**src/shared/eeprom_wp_pkg.sv**
```systemverilog
// Purpose: Shared constants and types for the EEPROM write-protection decision logic
// Assumes: One clock domain; byte-level bus events come from the serial front end
// Notes: Flag storage resets to the unprogrammed state
package eeprom_wp_pkg;

   // Device preambles, the upper nibble of the control byte
   localparam logic [3:0] ARRAY_PREAMBLE = 4'hA;
   localparam logic [3:0] CTRL_PREAMBLE = 4'h6;
   // Fixed flag command bytes (read bit clear)
   localparam logic [7:0] SET_REV_BYTE = 8'h62;
   localparam logic [7:0] CLR_REV_BYTE = 8'h66;
   // Field positions in the control byte and word address
   localparam int RW_BIT = 0;
   localparam int SEL_LSB = 1;
   localparam int SEL_MSB = 3;
   localparam int PRE_LSB = 4;
   localparam int HALF_BIT = 7;
   localparam int PAGE_BITS = 4;
   // Reset values of the protection flags (unprogrammed)
   localparam logic PERM_RESET = 1'b0;
   localparam logic REV_RESET = 1'b0;
   // Self-timed write cycle
   localparam int CLK_HZ = 10_000_000;
   localparam int WR_CYCLE_MS = 5;
   localparam int WR_CYCLE_CYCLES = WR_CYCLE_MS * (CLK_HZ / 1000);
   localparam int BUSY_W = 16;

   typedef enum {ST_IDLE, ST_ARR_ADDR, ST_ARR_DATA, ST_FLAG_WR, ST_IGNORE} phase_t;

   typedef enum {CMD_NONE, CMD_ARR_RD, CMD_ARR_WR, CMD_SET_PERM, CMD_QRY_PERM,
      CMD_SET_REV, CMD_QRY_REV, CMD_CLR_REV} cmd_t;

   typedef enum {OP_NONE, OP_SET_PERM, OP_SET_REV, OP_CLR_REV} flag_op_t;

   // One received byte from the serial front end
   typedef struct packed {
      logic valid;
      logic [7:0] value;
   } bus_byte_t;

   // Acknowledge decision for a control byte
   typedef struct packed {
      logic valid;
      logic ack;
   } ack_resp_t;

   // Byte commit towards the array
   typedef struct packed {
      logic strobe;
      logic [7:0] addr;
      logic [7:0] data;
   } array_wr_t;

endpackage : eeprom_wp_pkg

```
**src/core/eeprom_write_protect_logic.sv**
```systemverilog
// Purpose: Decides acknowledge and write acceptance for array and protection-flag commands
// Assumes: Front end gives one-cycle pulses per control byte, data byte and Stop on ref_clk
// Notes: Protect pin and address straps are asynchronous and pass two flip-flops
`timescale 1ns/1ps
`default_nettype none

module eeprom_write_protect_logic #(
   parameter int WR_CYCLES = eeprom_wp_pkg::WR_CYCLE_CYCLES
) (
   input wire logic ref_clk,
   input wire logic resetn,
   input wire logic wp_pin,
   input wire logic [2:0] addr_strap,
   input wire eeprom_wp_pkg::bus_byte_t ctrl_in,
   input wire eeprom_wp_pkg::bus_byte_t byte_in,
   input wire logic stop_seen,
   output var eeprom_wp_pkg::ack_resp_t ctrl_ack,
   output var eeprom_wp_pkg::ack_resp_t byte_ack,
   output var eeprom_wp_pkg::array_wr_t array_wr,
   output logic permanent_soft_protect_flag,
   output logic reversible_soft_protect_flag,
   output logic write_busy
);

   typedef struct packed {
      logic wp_meta;
      logic wp_sync;
      logic [2:0] sel_meta;
      logic [2:0] sel_sync;
      eeprom_wp_pkg::phase_t phase;
      eeprom_wp_pkg::flag_op_t pend_op;
      logic pend_cycle;
      logic [7:0] word_addr;
      logic perm;
      logic rev;
      logic [eeprom_wp_pkg::BUSY_W-1:0] busy_cnt;
      logic busy;
      eeprom_wp_pkg::ack_resp_t c_ack;
      eeprom_wp_pkg::ack_resp_t b_ack;
      eeprom_wp_pkg::array_wr_t wr;
   } state_t;

   localparam logic [eeprom_wp_pkg::BUSY_W-1:0] BUSY_LOAD =
      eeprom_wp_pkg::BUSY_W'(WR_CYCLES - 1);

   state_t st;
   state_t next_st;

   // Sorts a control byte into a command for this device
   function automatic eeprom_wp_pkg::cmd_t decode_cmd(input logic [7:0] b,
      input logic [2:0] sel);
      logic rd;
      logic [3:0] pre;
      logic [7:0] wr_form;
      rd = b[eeprom_wp_pkg::RW_BIT];
      pre = b[7:eeprom_wp_pkg::PRE_LSB];
      wr_form = {b[7:1], 1'b0};
      decode_cmd = eeprom_wp_pkg::CMD_NONE;
      if (pre == eeprom_wp_pkg::ARRAY_PREAMBLE) begin
         if (b[eeprom_wp_pkg::SEL_MSB:eeprom_wp_pkg::SEL_LSB] == sel) begin
            decode_cmd = rd ? eeprom_wp_pkg::CMD_ARR_RD : eeprom_wp_pkg::CMD_ARR_WR;
         end
      end else if (pre == eeprom_wp_pkg::CTRL_PREAMBLE) begin
         // Fixed reversible-flag codes win over a strap that aliases them
         if (wr_form == eeprom_wp_pkg::SET_REV_BYTE) begin
            decode_cmd = rd ? eeprom_wp_pkg::CMD_QRY_REV : eeprom_wp_pkg::CMD_SET_REV;
         end else if (b == eeprom_wp_pkg::CLR_REV_BYTE) begin
            decode_cmd = eeprom_wp_pkg::CMD_CLR_REV;
         end else if (b[eeprom_wp_pkg::SEL_MSB:eeprom_wp_pkg::SEL_LSB] == sel) begin
            decode_cmd = rd ? eeprom_wp_pkg::CMD_QRY_PERM : eeprom_wp_pkg::CMD_SET_PERM;
         end
      end
   endfunction : decode_cmd

   // Whether one array byte may really be written
   function automatic logic byte_allowed(input logic pin_high, input logic perm_f,
      input logic rev_f, input logic [7:0] addr);
      if (pin_high) begin
         byte_allowed = 1'b0;
      end else if (perm_f || rev_f) begin
         byte_allowed = addr[eeprom_wp_pkg::HALF_BIT];
      end else begin
         byte_allowed = 1'b1;
      end
   endfunction : byte_allowed

   // Next-state logic for the whole block
   always_comb begin
      eeprom_wp_pkg::cmd_t cmd;
      logic [7:0] cur_addr;
      next_st = st;
      cmd = decode_cmd(ctrl_in.value, st.sel_sync);
      cur_addr = st.word_addr;
      // Second stage alone reads the first; straps settle before use
      next_st.wp_meta = wp_pin;
      next_st.wp_sync = st.wp_meta;
      next_st.sel_meta = addr_strap;
      next_st.sel_sync = st.sel_meta;
      next_st.c_ack = '0;
      next_st.b_ack = '0;
      next_st.wr.strobe = 1'b0;

      // Self-timed write cycle; inputs are ignored while it runs
      if (st.busy) begin
         if (st.busy_cnt == '0) begin
            next_st.busy = 1'b0;
         end else begin
            next_st.busy_cnt = st.busy_cnt - 1'b1;
         end
      end

      if (st.busy) begin
         // Control bytes are answered with ack clear, which the master sees as a nack
         next_st.phase = eeprom_wp_pkg::ST_IDLE;
         next_st.c_ack.valid = ctrl_in.valid;
      end else if (stop_seen) begin
         // Flags and the write cycle commit only on a clean Stop
         case (st.pend_op)
            eeprom_wp_pkg::OP_SET_PERM: next_st.perm = 1'b1;
            eeprom_wp_pkg::OP_SET_REV: next_st.rev = 1'b1;
            eeprom_wp_pkg::OP_CLR_REV: next_st.rev = 1'b0;
            default: ;
         endcase
         // Cycle runs even when every byte was suppressed
         if (st.pend_cycle) begin
            next_st.busy = 1'b1;
            next_st.busy_cnt = BUSY_LOAD;
         end
         next_st.pend_op = eeprom_wp_pkg::OP_NONE;
         next_st.pend_cycle = 1'b0;
         next_st.phase = eeprom_wp_pkg::ST_IDLE;
      end else if (ctrl_in.valid) begin
         // A repeated Start drops anything not yet committed
         next_st.pend_op = eeprom_wp_pkg::OP_NONE;
         next_st.pend_cycle = 1'b0;
         next_st.c_ack.valid = 1'b1;
         next_st.phase = eeprom_wp_pkg::ST_IGNORE;
         case (cmd)
            eeprom_wp_pkg::CMD_ARR_RD: begin
               next_st.c_ack.ack = 1'b1;
            end
            eeprom_wp_pkg::CMD_ARR_WR: begin
               next_st.c_ack.ack = 1'b1;
               next_st.phase = eeprom_wp_pkg::ST_ARR_ADDR;
            end
            eeprom_wp_pkg::CMD_QRY_PERM: begin
               next_st.c_ack.ack = !st.perm;
            end
            eeprom_wp_pkg::CMD_QRY_REV: begin
               next_st.c_ack.ack = !st.rev;
            end
            eeprom_wp_pkg::CMD_SET_PERM: begin
               next_st.c_ack.ack = !st.perm;
               if (!st.perm) begin
                  next_st.phase = eeprom_wp_pkg::ST_FLAG_WR;
                  next_st.pend_cycle = 1'b1;
                  next_st.pend_op = st.wp_sync ? eeprom_wp_pkg::OP_NONE
                     : eeprom_wp_pkg::OP_SET_PERM;
               end
            end
            eeprom_wp_pkg::CMD_SET_REV: begin
               next_st.c_ack.ack = !st.rev;
               if (!st.rev) begin
                  next_st.phase = eeprom_wp_pkg::ST_FLAG_WR;
                  next_st.pend_cycle = 1'b1;
                  next_st.pend_op = st.wp_sync ? eeprom_wp_pkg::OP_NONE
                     : eeprom_wp_pkg::OP_SET_REV;
               end
            end
            eeprom_wp_pkg::CMD_CLR_REV: begin
               next_st.c_ack.ack = !st.perm;
               if (!st.perm) begin
                  next_st.phase = eeprom_wp_pkg::ST_FLAG_WR;
                  next_st.pend_cycle = 1'b1;
                  next_st.pend_op = st.wp_sync ? eeprom_wp_pkg::OP_NONE
                     : eeprom_wp_pkg::OP_CLR_REV;
               end
            end
            default: begin
               next_st.c_ack.ack = 1'b0;
            end
         endcase
      end else if (byte_in.valid) begin
         next_st.b_ack.valid = 1'b1;
         case (st.phase)
            eeprom_wp_pkg::ST_ARR_ADDR: begin
               next_st.b_ack.ack = 1'b1;
               next_st.word_addr = byte_in.value;
               next_st.phase = eeprom_wp_pkg::ST_ARR_DATA;
            end
            eeprom_wp_pkg::ST_ARR_DATA: begin
               // Every byte is acked; protected ones never reach the array
               next_st.b_ack.ack = 1'b1;
               next_st.pend_cycle = 1'b1;
               next_st.wr.strobe = byte_allowed(st.wp_sync, st.perm, st.rev,
                  cur_addr);
               next_st.wr.addr = cur_addr;
               next_st.wr.data = byte_in.value;
               // Low address bits wrap inside the page
               next_st.word_addr = {cur_addr[7:eeprom_wp_pkg::PAGE_BITS],
                  cur_addr[eeprom_wp_pkg::PAGE_BITS-1:0] + 1'b1};
            end
            eeprom_wp_pkg::ST_FLAG_WR: begin
               next_st.b_ack.ack = 1'b1; // Address and data are don't-care
            end
            default: begin
               next_st.b_ack.ack = 1'b0;
            end
         endcase
      end
   end

   // State register; flags reset to unprogrammed
   always_ff @(posedge ref_clk or negedge resetn) begin
      if (!resetn) begin
         st <= '0;
         st.phase <= eeprom_wp_pkg::ST_IDLE;
         st.pend_op <= eeprom_wp_pkg::OP_NONE;
         st.perm <= eeprom_wp_pkg::PERM_RESET;
         st.rev <= eeprom_wp_pkg::REV_RESET;
      end else begin
         st <= next_st;
      end
   end

   // Outputs straight from the state flip-flops
   assign ctrl_ack = st.c_ack;
   assign byte_ack = st.b_ack;
   assign array_wr = st.wr;
   assign permanent_soft_protect_flag = st.perm;
   assign reversible_soft_protect_flag = st.rev;
   assign write_busy = st.busy;

endmodule : eeprom_write_protect_logic

`default_nettype wire

```
**config.mk**
```make
export PLATFORM = sky130hd
export DESIGN_NAME = eeprom_write_protect_logic
export DESIGN_NICKNAME = d
export VERILOG_FILES = /design/src/shared/eeprom_wp_pkg.sv /design/src/core/eeprom_write_protect_logic.sv
export SDC_FILE = /design/constraint.sdc
export NUM_CORES = 1
export LEC_CHECK = 0
export BUFFER_PORTS_ARGS = -buffer_cell sky130_fd_sc_hd__buf_2
export CAP_MARGIN = 40
export CORE_ASPECT_RATIO = 0.9
export CORE_UTILIZATION = 47
export DETAILED_ROUTE_END_ITERATION = 10
export GPL_TIMING_DRIVEN = 0
export PLACE_DENSITY = 0.68
export RECOVER_POWER = 100
export SYNTH_ARGS = -nofsm -noshare
export SYNTH_HDL_FRONTEND = slang
export SYNTH_SLANG_ARGS = --single-unit
export TNS_END_PERCENT = 20
```
**constraint.sdc**
```tcl
create_clock -name ref_clk -period 2.4 [get_ports ref_clk]
set_input_delay 0.24 -clock ref_clk [delete_from_list [all_inputs] [get_ports ref_clk]]
set_output_delay 0.24 -clock ref_clk [all_outputs]
set_load 0.05 [all_outputs]
```
==> flow_summary.json <==
{
  "status": "finished, final reports clean",
  "min_path_cells": 3,
  "drt.antenna.violating_nets": 0,
  "start_util_pct": 49.06,
  "yosysTopAreaCell": "dfrtp_1",
  "fmax_mhz": 429.8,
  "cts_sinks": 62,
  "p_per_area_nw_per_um2": 572.2,
  "async_reset_ff_share_pct": 100.0,
  "drc_errors": 0,
  "antennaDiodeCount": 0,
  "grt_pass1_vias": 2158,
  "drtIter0Drc": 99,
  "clk_path_buf_depth": 2,
  "die_area_um2": 6744,
  "synth_edf_count": 0,
  "first_pass_iters": 5,
  "syn_nets": 311,
  "postSynthRegisterBits": 62,
  "synthMuxAreaShare_pct": 5.973,
  "multi_input_area_um2": 1277,
  "synth_xor_area_share_pct": 4.355,
  "routed_wl_um": 5771,
  "gp_congestion": 0.8117,
  "row_count": 27,
  "route.vias.total": 2253,
  "synth_top_family_by_area": "simple AND/OR/NAND/NOR gates",
  "reg2reg_slack_ps": 70,
  "cp.required_ps": 2600,
  "syn_area_um2": 3017,
  "netlist-cell-type-count": 51,
  "htree_levels": 3,
  "post-route-period-util_pct": 96.94,
  "cts_buffers": 9,
  "cp.arrival_ps": 2530,
  "grt_max_degree": 40,
  "die_w_um": 86.45,
  "cts-root-buf": "clkbuf_8",
  "io_buffers": 47,
  "syn_area_per_cell_um2": 10.66,
  "rsz0062_at_grt": "true",
  "cts_tree": "yes",
  "finalHoldViolCount": 0,
  "pin_count": 49,
  "dp_slack_ps": -254.9,
  "critical_path.startpoint_type": "register",
  "path_max_fanout": 10,
  "ys_seq_area_share_pct": 51.43,
  "reg2reg_from": "st[29]$_DFF_PN0_",
  "grt_overflow": 0,
  "synth.area.top_cells": "dfrtp_1, mux2_2, buf_4",
  "grt_pass1_wl_um": 9708,
  "leakagePower_nw": 1.568,
  "slew_violations": 0,
  "setup_ws_ps": 73.48,
  "yosysMostFrequentCell": "dfrtp_1",
  "fin_crit_ps": 2327,
  "hold_class": "input port to register",
  "startpoint": "st[29]$_DFF_PN0_",
  "netlist_top_cells_count": "dfrtp_1, nand2_1, buf_4",
  "post-synth-top-area-fraction_pct": 51.43,
  "path_class": "register to register",
  "drv_cap": 0,
  "worst_slew_pin_slew_ps": 1259,
  "worstSetupEndpointType": "register",
  "coreArea_um2": 6148,
  "register_area_um2": 1551,
  "clock_latency_ps": 340,
  "ys_warn_count": 0,
  "area_delta_synth_final_pct": 20.61,
  "synth_compound_area_share_pct": 10.54,
  "antenna_found_initial": 0,
  "ys.flop_type": "dfrtp_1",
  "nFillCells": 559,
  "relSlewSlack_pct": 16.05,
  "synthCells": 283,
  "ir_worst_vdd_mv": 0.3933,
  "final_nets": 378,
  "die_y_um": 78.01,
  "setup_viol_count_final": 0,
  "fin_worst_skew_ps": 10.70,
  "synthAdderAreaFrac_pct": 1.244,
  "avgViaCountPerCell": 5.097,
  "final_layout_size_suffix_gt1_share_pct": 26.76,
  "whs_ps": 135.5,
  "reg2reg_depth": 7,
  "dp_hpwl_um": 4038,
  "wl_per_cell_um": 13.06,
  "clk_transition_reported_paths_ps": 80,
  "worstHoldStart": "byte_in[4]",
  "grt_usage_pct": 18.88,
  "yosys.area_share.simple_pct": 19.49
}
-- per-stage QoR --
step,instances,cell area [um^2],power (mW),utilization (%),setup TNS (ps)
after detailed placement,418,3381,1.162,54.99,-2285
after CTS,439,3651,2.119,59.38,0
final,442,3638,2.082,59.18,0
after global routing,442,3638,2.164,59.18,-62.04
after floorplan,283,3017,1.107,-,0
after global placement,417,3361,1.157,54.66,-2714
-- layout make-up --
cell class	instances	area share (%)
multi-input cells	188	35.11
plain buffers	27	5.296
well taps	87	2.992
clock inverters	6	1.857
flip-flops and latches	62	42.64
inverters	6	0.6190
repair buffers	56	7.703
clock buffers	10	3.783
-- cell usage in the layout (no fill, tap or decap), drive strengths merged, types with 2 or more instances in the layout --
| cell | Yosys | final |
|---|---|---|
| ha | 3 | 3 |
| or2 | 2 | 2 |
| or4 | 3 | 3 |
| nand2 | 32 | 32 |
| nor2b | 3 | 3 |
| xnor2 | 14 | 14 |
| dfrtp | 62 | 62 |
| nand3 | 11 | 11 |
| o21ai | 21 | 21 |
| mux2 | 16 | 16 |
| buf | 23 | 47 |
| dlygate4sd3 | 0 | 5 |
| inv | 6 | 8 |
| a21oi | 5 | 5 |
| clkinvlp | 0 | 2 |
| nor4 | 3 | 3 |
| nor2 | 20 | 20 |
| nor4b | 2 | 2 |
| nor4bb | 3 | 3 |
| nand4 | 3 | 3 |
| o211ai | 3 | 3 |
| nand2b | 4 | 4 |
| a31oi | 4 | 4 |
| or3 | 3 | 3 |
| nor3 | 11 | 11 |
| clkbuf | 4 | 41 |
| and2 | 3 | 3 |
| nor3b | 2 | 2 |
-- cell families (layout without fill, tap and decap cells) --
logic type	Yosys count	in the layout
xor gates and xnor gates	15	15
adders and majority gates	3	3
AOI/OAI and AO/OA	46	46
and+or+nand+nor	108	108
buffers and inverters	33	105
muxes	16	16
DFF	62	62
-- repair_timing --
item | in CTS | in global routing
setup buffers | 0 | 3
hold buffers | 5 | 0
endpoints found under the setup margin | 13 | 16
cloned | 0 | 0
pin swaps | 0 | 2
hold endpoints to repair | 27 | 0
resized for setup | 3 | 4
-- metal layers --
layer | global-route usage [%] | vias up | share of wire [%]
met5 | 0 | - | 0
met3 | 5.745 | 11 | 4.7
met4 | 8.167 | 0 | 1.6
met2 | 30.32 | 57 | 47
met1 | 23.50 | 1067 | 47
li1 | - | 1118 | -
-- state kept, by name, indices dropped and copies added (netlist names) --
name / flops
write_busy: 1
reversible_soft_protect_flag: 1
ctrl_ack: 2
permanent_soft_protect_flag: 1
array_wr: 17
next_st: 4
st: 34
byte_ack: 2
-- critical path, cell delays in order, from the launching register on --
cell and delay (ps):
dfrtp_1 420, or4_4 560, or4b_4 560, o21ai_4 190, buf_8 160, nor3_2 60, xnor2_1 170, nand2_1 80
-- where the power goes --
| group | switching (mW) | total (mW) | leakage [nW] | internal [mW] |
|---|---|---|---|---|
| logic | 0.0547 | 0.0889 | 0.700 | 0.0342 |
| clock network | 0.426 | 0.938 | 0.0993 | 0.513 |
| registers | 0.00268 | 1.05 | 0.768 | 1.05 |
-- path summary, 6_finish.rpt --
path | endpoint
setup / recovery | st[25]$_DFF_PN0_
hold / removal | st[44]$_DFFE_PN0P_
setup reg to reg | st[25]$_DFF_PN0_
hold reg to reg | st[113]$_DFF_PN0_
max in group asynchronous | st[36]$_DFF_PN0_
min in group asynchronous | byte_ack[1]$_DFF_PN0_
Note: power is estimated with default switching activity, not from simulation.
